## config.mk

```make
export PLATFORM = sky130hd
export DESIGN_NAME = sarc_host_flat
export DESIGN_NICKNAME = d
export VERILOG_FILES = /design/src/design/sarc_pkg.sv /design/src/design/sarc_bus_if.sv /design/src/design/sarc_host.sv /design/src/flat_wrapper.sv
export VERILOG_INCLUDE_DIRS = /design/src /design/src/design
export SDC_FILE = /design/constraint.sdc
export NUM_CORES = 1
export LEC_CHECK = 0
export BUFFER_PORTS_ARGS = -buffer_cell sky130_fd_sc_hd__buf_4
export CORE_AREA = 5 5 77 79
export DETAILED_ROUTE_END_ITERATION = 12
export DIE_AREA = 0 0 82 84
export PLACE_DENSITY_LB_ADDON = 0.25
export RECOVER_POWER = 25
export REMOVE_ABC_BUFFERS = 1
export SLEW_MARGIN = 20
export SYNTH_ARGS = -nofsm -noshare
export SYNTH_HDL_FRONTEND = slang
export SYNTH_SLANG_ARGS = --single-unit
```

## constraint.sdc

```tcl
create_clock -name clk_i -period 1.91 [get_ports clk_i]
set_input_delay 0.573 -clock clk_i [delete_from_list [all_inputs] [get_ports clk_i]]
set_output_delay 0.573 -clock clk_i [all_outputs]
set_load 0.03 [all_outputs]
```

## src/design/sarc_consts.svh

```systemverilog
`ifndef SARC_CONSTS_SVH
`define SARC_CONSTS_SVH

// ==========================================================
// Clock
`define SARC_CLK_NS 10

// ==========================================================
// Result layout
`define SARC_RES_W 12
`define SARC_BYTE_W 8
`define SARC_NIB_W 4
`define SARC_IDX_W 4
`define SARC_MSB_IDX 4'hB
`define SARC_SHORT_LAST_IDX 4'h4
`define SARC_FULL_LAST_IDX 4'h0
`define SARC_FULL_BITS 12
`define SARC_SHORT_BITS 8

// ==========================================================
// Conversion timing
`define SARC_FULL_MAX_NS 35000
`define SARC_SHORT_MAX_NS 24000
`define SARC_BIT_STEP_NS 2000
`define SARC_BIT_STEP_CYC (`SARC_BIT_STEP_NS / `SARC_CLK_NS)

// ==========================================================
// Host pin timing, least times rounded up
`define SARC_SETUP_NS 300
`define SARC_SETUP_CYC \
  ((`SARC_SETUP_NS + `SARC_CLK_NS - 1) / `SARC_CLK_NS)
`define SARC_CE_PULSE_NS 300
`define SARC_CE_PULSE_CYC \
  ((`SARC_CE_PULSE_NS + `SARC_CLK_NS - 1) / `SARC_CLK_NS)
`define SARC_TMR_W 6

// ==========================================================
// Host register map
`define SARC_APB_AW 8
`define SARC_OFS_CMD 8'h00
`define SARC_OFS_CFG 8'h04
`define SARC_OFS_STAT 8'h08
`define SARC_OFS_RESULT 8'h0C
`define SARC_OFS_IRQ_STAT 8'h10
`define SARC_OFS_IRQ_MASK 8'h14
`define SARC_CMD_START_BIT 0
`define SARC_CMD_SHORT_BIT 1
`define SARC_CMD_READ_BIT 2
`define SARC_CFG_WORD_BIT 0
`define SARC_STAT_BUSY_BIT 0
`define SARC_STAT_HOST_BIT 1
`define SARC_IRQ_W 2
`define SARC_IRQ_CONV_BIT 0
`define SARC_IRQ_READ_BIT 1

`endif

```

## src/design/sarc_pkg.sv

```systemverilog
`include "sarc_consts.svh"

package sarc_pkg;
  typedef logic [`SARC_RES_W-1:0] sarc_word_t;
  typedef enum logic {SD_IDLE, SD_CONV} sarc_dev_state_t;
  typedef enum logic [1:0] {SH_IDLE, SH_SETUP, SH_PULSE, SH_WAIT}
    sarc_host_state_t;
endpackage

```

## src/design/sarc_bus_if.sv

```systemverilog
`timescale 1ns/100ps
`default_nettype none

// ==========================================================
// Converter bus between host controller and converter
interface sarc_bus_if;
  logic chip_en;
  logic sel_n;
  logic read_conv;
  logic byte_address_line;
  logic word_width_sel;
  sarc_pkg::sarc_word_t data;
  logic data_hi_oe;
  logic data_lo_oe;
  logic conversion_busy_flag;

  modport dev (
    input chip_en, sel_n, read_conv, byte_address_line, word_width_sel,
    output data, data_hi_oe, data_lo_oe, conversion_busy_flag
  );

  modport host (
    output chip_en, sel_n, read_conv, byte_address_line, word_width_sel,
    input data, data_hi_oe, data_lo_oe, conversion_busy_flag
  );
endinterface

`default_nettype wire

```

## src/design/sarc_host.sv

```systemverilog
// Implementation choices: the register offsets and the APB interface to the registers.
`timescale 1ns/100ps
`default_nettype none

`include "sarc_consts.svh"

module sarc_host (
  // Clock and reset
  input wire logic clk_i,
  input wire logic rst_n_i,
  input wire logic ce_i,
  // APB slave
  input wire logic psel,
  input wire logic penable,
  input wire logic pwrite,
  input wire logic [`SARC_APB_AW-1:0] paddr,
  input wire logic [31:0] pwdata,
  output logic [31:0] prdata,
  output logic pready,
  output logic pslverr,
  // Interrupt
  output logic irq_o,
  // Converter bus
  sarc_bus_if.host bus
);
  import sarc_pkg::*;

  localparam logic [`SARC_TMR_W-1:0] SETUP_LAST =
    `SARC_TMR_W'(`SARC_SETUP_CYC - 1);
  localparam logic [`SARC_TMR_W-1:0] PULSE_LAST =
    `SARC_TMR_W'(`SARC_CE_PULSE_CYC - 1);

  // ========================================================
  // APB decode
  logic wr_acc;
  logic mapped;
  logic cmd_wr;
  sarc_host_state_t state;
  logic [`SARC_TMR_W-1:0] tmr;
  logic is_read;
  logic word_mode;
  sarc_word_t result;
  logic [`SARC_IRQ_W-1:0] irq_stat;
  logic [`SARC_IRQ_W-1:0] irq_mask;
  logic [`SARC_IRQ_W-1:0] irq_set;

  assign wr_acc = psel & penable & pwrite;
  // No wait states, but hold the access while frozen
  assign pready = ce_i;
  assign cmd_wr = wr_acc && paddr == `SARC_OFS_CMD;

  always_comb
  begin
    if (paddr == `SARC_OFS_CMD)
      mapped = 1'b1;
    else if (paddr == `SARC_OFS_CFG)
      mapped = 1'b1;
    else if (paddr == `SARC_OFS_STAT)
      mapped = 1'b1;
    else if (paddr == `SARC_OFS_RESULT)
      mapped = 1'b1;
    else if (paddr == `SARC_OFS_IRQ_STAT)
      mapped = 1'b1;
    else if (paddr == `SARC_OFS_IRQ_MASK)
      mapped = 1'b1;
    else
      mapped = 1'b0;
  end

  assign pslverr = psel & penable & ~mapped;

  always_ff @(posedge clk_i or negedge rst_n_i)
  begin
    if (!rst_n_i)
      prdata <= '0;
    else if (ce_i && psel && !penable)
    begin
      prdata <= '0;
      if (paddr == `SARC_OFS_CFG)
        prdata[`SARC_CFG_WORD_BIT] <= word_mode;
      else if (paddr == `SARC_OFS_STAT)
      begin
        prdata[`SARC_STAT_BUSY_BIT] <= bus.conversion_busy_flag;
        prdata[`SARC_STAT_HOST_BIT] <= (state != SH_IDLE);
      end
      else if (paddr == `SARC_OFS_RESULT)
        prdata[`SARC_RES_W-1:0] <= result;
      else if (paddr == `SARC_OFS_IRQ_STAT)
        prdata[`SARC_IRQ_W-1:0] <= irq_stat;
      else if (paddr == `SARC_OFS_IRQ_MASK)
        prdata[`SARC_IRQ_W-1:0] <= irq_mask;
    end
  end

  // ========================================================
  // Configuration, changed only while idle
  always_ff @(posedge clk_i or negedge rst_n_i)
  begin
    if (!rst_n_i)
      word_mode <= 1'b1;
    else if (ce_i && wr_acc && paddr == `SARC_OFS_CFG
             && state == SH_IDLE)
      word_mode <= pwdata[`SARC_CFG_WORD_BIT];
  end

  assign bus.word_width_sel = word_mode;

  // ========================================================
  // Bus sequencer
  always_ff @(posedge clk_i or negedge rst_n_i)
  begin
    if (!rst_n_i)
    begin
      state <= SH_IDLE;
      tmr <= '0;
      is_read <= 1'b0;
      bus.chip_en <= 1'b0;
      bus.sel_n <= 1'b1;
      bus.read_conv <= 1'b1;
      bus.byte_address_line <= 1'b0;
      result <= '0;
    end
    else if (ce_i)
    begin
      case (state)
        SH_IDLE:
        begin
          tmr <= '0;
          if (cmd_wr && pwdata[`SARC_CMD_READ_BIT])
          begin
            is_read <= 1'b1;
            bus.sel_n <= 1'b0;
            bus.read_conv <= 1'b1;
            bus.byte_address_line <= 1'b0;
            state <= SH_SETUP;
          end
          else if (cmd_wr && pwdata[`SARC_CMD_START_BIT]
                   && !bus.conversion_busy_flag)
          begin
            is_read <= 1'b0;
            bus.sel_n <= 1'b0;
            bus.read_conv <= 1'b0;
            bus.byte_address_line <= pwdata[`SARC_CMD_SHORT_BIT];
            state <= SH_SETUP;
          end
        end
        SH_SETUP:
        begin
          tmr <= tmr + `SARC_TMR_W'(1);
          if (tmr == SETUP_LAST)
          begin
            tmr <= '0;
            bus.chip_en <= 1'b1;
            state <= SH_PULSE;
          end
        end
        SH_PULSE:
        begin
          tmr <= tmr + `SARC_TMR_W'(1);
          if (tmr == PULSE_LAST)
          begin
            tmr <= '0;
            bus.chip_en <= 1'b0;
            if (!is_read)
            begin
              bus.sel_n <= 1'b1;
              state <= SH_WAIT;
            end
            else if (word_mode)
            begin
              result <= bus.data;
              bus.sel_n <= 1'b1;
              state <= SH_IDLE;
            end
            else if (!bus.byte_address_line)
            begin
              result[`SARC_RES_W-1 -: `SARC_BYTE_W] <=
                bus.data[`SARC_RES_W-1 -: `SARC_BYTE_W];
              bus.byte_address_line <= 1'b1;
              state <= SH_SETUP;
            end
            else
            begin
              result[`SARC_NIB_W-1:0] <=
                bus.data[`SARC_RES_W-1 -: `SARC_NIB_W];
              bus.sel_n <= 1'b1;
              bus.byte_address_line <= 1'b0;
              state <= SH_IDLE;
            end
          end
        end
        SH_WAIT:
        begin
          if (!bus.conversion_busy_flag)
          begin
            bus.read_conv <= 1'b1;
            state <= SH_IDLE;
          end
        end
        default:
        begin
          state <= SH_IDLE;
        end
      endcase
    end
  end

  // ========================================================
  // Interrupts
  always_comb
  begin
    irq_set = '0;
    irq_set[`SARC_IRQ_CONV_BIT] =
      (state == SH_WAIT) && !bus.conversion_busy_flag;
    irq_set[`SARC_IRQ_READ_BIT] = (state == SH_PULSE) && is_read
      && tmr == PULSE_LAST && (word_mode || bus.byte_address_line);
  end

  always_ff @(posedge clk_i or negedge rst_n_i)
  begin
    if (!rst_n_i)
    begin
      irq_stat <= '0;
      irq_mask <= '0;
    end
    else if (ce_i)
    begin
      if (wr_acc && paddr == `SARC_OFS_IRQ_STAT)
        irq_stat <= (irq_stat & ~pwdata[`SARC_IRQ_W-1:0]) | irq_set;
      else
        irq_stat <= irq_stat | irq_set;
      if (wr_acc && paddr == `SARC_OFS_IRQ_MASK)
        irq_mask <= pwdata[`SARC_IRQ_W-1:0];
    end
  end

  assign irq_o = |(irq_stat & irq_mask);

endmodule

`default_nettype wire

```

## src/flat_wrapper.sv

```systemverilog
// flat-port wrapper written by rule: the top's interface ports become plain ports
module sarc_host_flat import sarc_pkg::*;
  (clk_i, rst_n_i, ce_i, psel, penable, pwrite, paddr, pwdata, prdata, pready, pslverr, irq_o, bus_chip_en, bus_sel_n, bus_read_conv, bus_byte_address_line, bus_word_width_sel, bus_data, bus_data_hi_oe, bus_data_lo_oe, bus_conversion_busy_flag);
  sarc_bus_if bus_i ();
  input wire logic clk_i;
  input wire logic rst_n_i;
  input wire logic ce_i;
  input wire logic psel;
  input wire logic penable;
  input wire logic pwrite;
  input wire logic [`SARC_APB_AW-1:0] paddr;
  input wire logic [31:0] pwdata;
  output logic [31:0] prdata;
  output logic pready;
  output logic pslverr;
  output logic irq_o;
  output wire logic [$bits(bus_i.chip_en)-1:0] bus_chip_en;
  output wire logic [$bits(bus_i.sel_n)-1:0] bus_sel_n;
  output wire logic [$bits(bus_i.read_conv)-1:0] bus_read_conv;
  output wire logic [$bits(bus_i.byte_address_line)-1:0] bus_byte_address_line;
  output wire logic [$bits(bus_i.word_width_sel)-1:0] bus_word_width_sel;
  input wire logic [$bits(bus_i.data)-1:0] bus_data;
  input wire logic [$bits(bus_i.data_hi_oe)-1:0] bus_data_hi_oe;
  input wire logic [$bits(bus_i.data_lo_oe)-1:0] bus_data_lo_oe;
  input wire logic [$bits(bus_i.conversion_busy_flag)-1:0] bus_conversion_busy_flag;
  assign bus_chip_en = bus_i.chip_en;
  assign bus_sel_n = bus_i.sel_n;
  assign bus_read_conv = bus_i.read_conv;
  assign bus_byte_address_line = bus_i.byte_address_line;
  assign bus_word_width_sel = bus_i.word_width_sel;
  assign bus_i.data = bus_data;
  assign bus_i.data_hi_oe = bus_data_hi_oe;
  assign bus_i.data_lo_oe = bus_data_lo_oe;
  assign bus_i.conversion_busy_flag = bus_conversion_busy_flag;
  sarc_host u_core (.clk_i(clk_i), .rst_n_i(rst_n_i), .ce_i(ce_i), .psel(psel), .penable(penable), .pwrite(pwrite), .paddr(paddr), .pwdata(pwdata), .prdata(prdata), .pready(pready), .pslverr(pslverr), .irq_o(irq_o), .bus(bus_i));
endmodule
```

======== After elaboration in Yosys (flattened, before gate mapping) ========
Cells that the tools add are included.
word-level totals
  word-level logic and storage cells ...... 128
  register bits ........................... 42
  input bits .............................. 61
  output and inout bits ................... 40
operators by class
  eq/ne operators ......................... 17
  bitwise operators ....................... 9
  mux-type cells .......................... 49
  $add $sub $neg .......................... 1
  reduce and logical (&&, ||, !) cells .... 39
operators with widths
  cell                                                              number
  1-bit 2-to-1 mux                                                  24
  2-bit 2-to-1 mux                                                  12
  10-bit 2-to-1 mux                                                 2
  5-bit AND reduction                                               4
  8-bit by 4-bit == test with 1-bit output (second input constant)  2
  8-bit by 5-bit == test with 1-bit output (second input constant)  2
  1-bit logical AND                                                 15
  2-bit nonzero test                                                7
  12-bit 2-to-1 mux                                                 1
  6-bit case mux with 2 select lines                                1
  11-bit 2-to-1 mux                                                 1
  8-bit by 3-bit == test with 1-bit output (second input constant)  1
  8-bit zero test                                                   1
  8-bit 2-to-1 mux                                                  1
  2-bit inequality test (second input constant)                     4
  1-bit case mux with 2 select lines                                4
  2-bit case mux with 4 select lines                                1
  4-bit AND reduction                                               2
  6-bit by 1-bit adder with 6-bit output (second input constant)    1
  6-bit by 5-bit == test with 1-bit output (second input constant)  1
  6-bit 2-to-1 mux                                                  1
  6-bit AND reduction                                               1
  2-bit AND                                                         2
  2-bit == test (second input constant)                             2
  15 further kinds                                                  22

======== Depth between registers and ports, before layout ========
  word-level depth ........................ 9
  depth in mapped cells ................... 7
  gate-level depth less buffers ........... 6

======== Worst setup path after synthesis ========
Ideal clock, no wire load.
  path type ............................... input port to output port
  start point ............................. input port paddr[3]
  end point ............................... output port pslverr
  cell stages on the path ................. 3
  path slack .............................. -0.074 ns
  arrival time ............................ 1.411 ns
  buffers on the path ..................... 1
  data required time ...................... 1.337 ns
  path through ............................ clkbuf_1 -> nand2_1 -> a21oi_1
on the way
  cells in the longest elaborated chain, start to end .. 9
  elaborated cells between the ends (all ways) .. 14
  classes of those cells .................. 5 x eq/ne; 6 x mux; 2 x bitwise; 1 x reduce/logical
RTL lines
  item                                                RTL line            text
  start, declared                                     flat_wrapper.sv:11  input wire logic [`SARC_APB_AW-1:0] paddr;
  8-bit by 5-bit == test with 1-bit output (no line)  n/a
  1-bit 2-to-1 mux                                    sarc_host.sv:64     else if (paddr == `SARC_OFS_IRQ_MASK)
  1-bit 2-to-1 mux                                    sarc_host.sv:62     else if (paddr == `SARC_OFS_IRQ_STAT)
  1-bit 2-to-1 mux                                    sarc_host.sv:60     else if (paddr == `SARC_OFS_RESULT)
  1-bit 2-to-1 mux                                    sarc_host.sv:58     else if (paddr == `SARC_OFS_STAT)
  1-bit 2-to-1 mux                                    sarc_host.sv:56     else if (paddr == `SARC_OFS_CFG)
  1-bit 2-to-1 mux *                                  sarc_host.sv:54     if (paddr == `SARC_OFS_CMD)
  1-bit inverter *                                    sarc_host.sv:70     assign pslverr = psel & penable & ~mapped;
  1-bit AND *                                         sarc_host.sv:70
  end, declared                                       flat_wrapper.sv:15  output logic pslverr;
Mark *: on every way between the ends. The rest lies on a longest branch, timed or not.

======== Worst setup path after layout ========
  start point ............................. input port paddr[5]
  end point ............................... output port pslverr
The elaborated chain is that of the path after synthesis.

==> results.md <==
- CTS root buf: clkbuf_8
- Final hold vios: 0
- Via/cell ratio: 5.24
- Largest net degree at the start of global routing: 43
- Worst r2r dst: u_core.result[9]
- EDFF count, synth: 0
- MaxCap Viol Count: 0
- Net Sw Power: a little over 900 uW
- Io pins: between 100 and 150
- Fraction of registers with async set/reset: between 90% and 100%
- Combinational share of power: 32.5%
- Int Power: ~1.7 mW
- Seq/Total Area, Yosys: 43.9%
- RSZ-0062 raised after global routing: no
- Nets: ~370
- Area contributors post-synth: dfrtp_1, buf_4, mux2_2
- Die H: 84 um
- TritonCTS Buffers: 5
- Crit path launch type: input port
- Count of different cell masters after synthesis: 47
- Yosys warnings: 0
- Final Max Slew Viols: 0
- Gr ovfl total: 0
- Die W: between 80 and 90 um
- GRT Total Usage: between 15 and 20%
- Tightest Pin Transition: roughly 1000 ps
- Util after Layout: ~57%
- CTS tree: done
- Fmax: 538 MHz
- Worst-path fanout max: 3
- Number of global-route vias before repair: around 2,000
- Area Overhead vs Synth: 25.6%
- Seq pwr share: between 40% and 50%
- First-pass GRT wire length: 9360 um
- Leading area contributor after synthesis: dfrtp_1
- Status: completed
- GP Congestion: between 0.8 and 0.9
- CP Capture Type: primary output
- Worst path required time: between 1000 and 1500 ps
- Leakage: about 1.4 nW
- DIE AREA: between 6000 and 7000 um2
- Via count: 1,964
- Yosys top cell area share: 40.6%
- Site Rows: 27
- Mean post-synth cell area: 10.1 um2
- Register-to-register setup slack: 150 ps
- Arr. time, crit path: about 1300 ps
- Clk_lat worst skew: approximately 300 ps
- Fin crit period: 1860 ps
- Mapped cell area: between 2000 and 2500 um2
- Worst-path clk slew: roughly 90 ps
- PwrDens: between 800 and 900 nW/um2
- Setup violations, final: 0
- DR pass1 iterations: 4
- Relative slew slack: a little under a third
- Synth Register Bits: 42
- Drt wl/cell: roughly 15 um
- IO Port Bufs: slightly below 50
- Ys flop type: dfrtp_1
- R2R Path Start: u_core.state[0]
- Routed Wire Length: ~5500 um
- CTS Sinks: 42
- Core ar.: about 5300 um2
- Initial core utilization: between 40 and 50%
- Ant. Diodes: 0
- HP Class: in -> async
- Setup Skew: between 10 and 15 ps
- Fillcell total: between 400 and 500
- Worst setup path class: in -> out
- Worst vdd ir: roughly 340 uV
- Clock power share: between 20% and 30%
- Placement Setup Slack: -129 ps
- R2R cell count: 5
- Maximum buffer depth of the clock tree: 2
- Final Cycle Share: 97.4%
- Antenna Violating Nets Remaining: 0
- Cells after Synth: between 200 and 250
- Final WS setup: roughly 50 ps
- Antenna violations before repair: 0
- Initial drt markers: about 130
- Residual DRC: 0
- Sw frac: a little over a third
- Layout cells sized above 1: 32.0%
- Dpl hpwl: 4200 um
- H-tree depth: 2
[power groups by stage]
stage          Sequential, mW  Clock [mW]  Combinational, mW
2_1_floorplan            1.11           0              0.498
3_3_place_gp             1.08           0              0.829
3_5_place_dp             1.08           0              0.846
4_1_cts                  1.07       0.725              0.850
5_1_grt                  1.08       0.763              0.958
6_report                 1.07       0.703              0.850
[final cells by class]
class / instances / area (um2) / share of cell area [%]
Sequential cell: 42 / 1050 / 35.0
Clock inverter: 2 / 37.5 / 1.24
Tap cell: 72 / 90.1 / 2.99
Timing Repair Buffer: 68 / 520 / 17.3
Clock buffer: 6 / 72.6 / 2.41
Multi-Input combinational cell: 177 / 1210 / 40.1
Inverter: 8 / 30.0 / 0.996
[routing by layer]
layer	wire [um]	GRT usage, %	vias to the layer above
li1	-	-	951
met1	2380	21.7	948
met2	2720	29.5	59
met3	323	3.46	6
met4	62	4.08	0
met5	0	0	-
[metrics by stage]
step                power (mW)  hold WS [ps]  cells  cell area (um2)  setup TNS [ps]
finish                    2.62           442    375             3020               0
detailed placement        1.93           472    367             2900            -185
CTS                       2.64           264    375             3010               0
global route              2.80           495    375             3020               0
floorplan                 1.61           277    227             2280               0
global placement          1.91           464    367             2900            -134
[synthesized netlist by cell type (2+ instances only)]
cell / count
nand3_1: 3
nand4_1: 5
inv_1: 8
mux2_2: 10
ha_1: 6
a21oi_1: 5
nand3b_1: 2
a211oi_1: 4
and2_1: 2
buf_4: 21
nand2b_1: 4
o31ai_1: 2
clkbuf_1: 8
a22o_1: 12
nor2b_1: 9
o21ai_0: 16
o211ai_1: 2
a22oi_1: 3
xor2_1: 4
nand2_1: 25
a31oi_1: 2
dfstp_2: 3
mux2i_1: 7
nor2_1: 11
o2111ai_2: 2
dfrtp_1: 39
and3_1: 2
[sequential cells by signal, indices dropped and copies added (netlist names)]
register,cells
u_core.prdata,12
u_core.result,12
u_core.bus.sel_n,1
u_core.irq_mask,2
u_core.bus.read_conv,1
u_core.bus.word_width_sel,1
u_core.tmr,6
u_core.bus.byte_address_line,1
u_core.irq_stat,2
u_core.bus.chip_en,1
u_core.is_read,1
u_core.state,2
[logic make-up after synthesis]
family                     share of synthesized area, %
other                                             0.156
DFF                                                43.9
and+or+nand+nor                                    16.9
buffers and inverters                              9.07
xor gates and xnor gates                           1.46
muxes                                              7.61
adders and majority gates                          3.13
AOI/OAI and AO/OA                                  17.7
[worst max-delay path, stage by stage]
cell and delay, ps:
buf_4 130, nor3_2 190, and2_1 170, a21oi_1 60
buf_4 160
[worst max path at each step]
stage | start | endpoint | slack (ps) | depth (start not counted)
after floorplan | paddr[1] | pslverr | 60 | 3
after global placement | paddr[5] | u_core.state[0] | -90 | 5
after detailed placement | paddr[5] | u_core.state[0] | -130 | 5
after CTS | paddr[5] | pslverr | 40 | 5
after global routing | u_core.state[0] | u_core.result[10] | 10 | 5
final | paddr[5] | pslverr | 50 | 5
[timing repair]
| action | 4_1_cts | 5_1_grt |
|---|---|---|
| resized for setup | 1 | 1 |
| setup endpoints to repair | 1 | 1 |
| buffers inserted | 0 | 0 |
| hold buffers | 0 | 0 |
[layout by cell type, fill, tap and decap left out, drive strengths merged, types with 2 or more instances in the layout]
cell type and instances:
nand2 25, nand3 3, buf 67, dfstp 3, inv 8, a211oi 4
o31ai 2, mux2i 7, conb 20, o21ai 16, and3 2, nand3b 2
ha 6, o2111ai 3, nand2b 4, dfrtp 39, xor2 4, nand4 5
clkbuf 7, nor3 2, nor2b 9, o211ai 2, mux2 10, a22oi 3
a21oi 5, and2 2, a31oi 2, nor2 11, a22o 12
(Power assumes the default switching activity.)
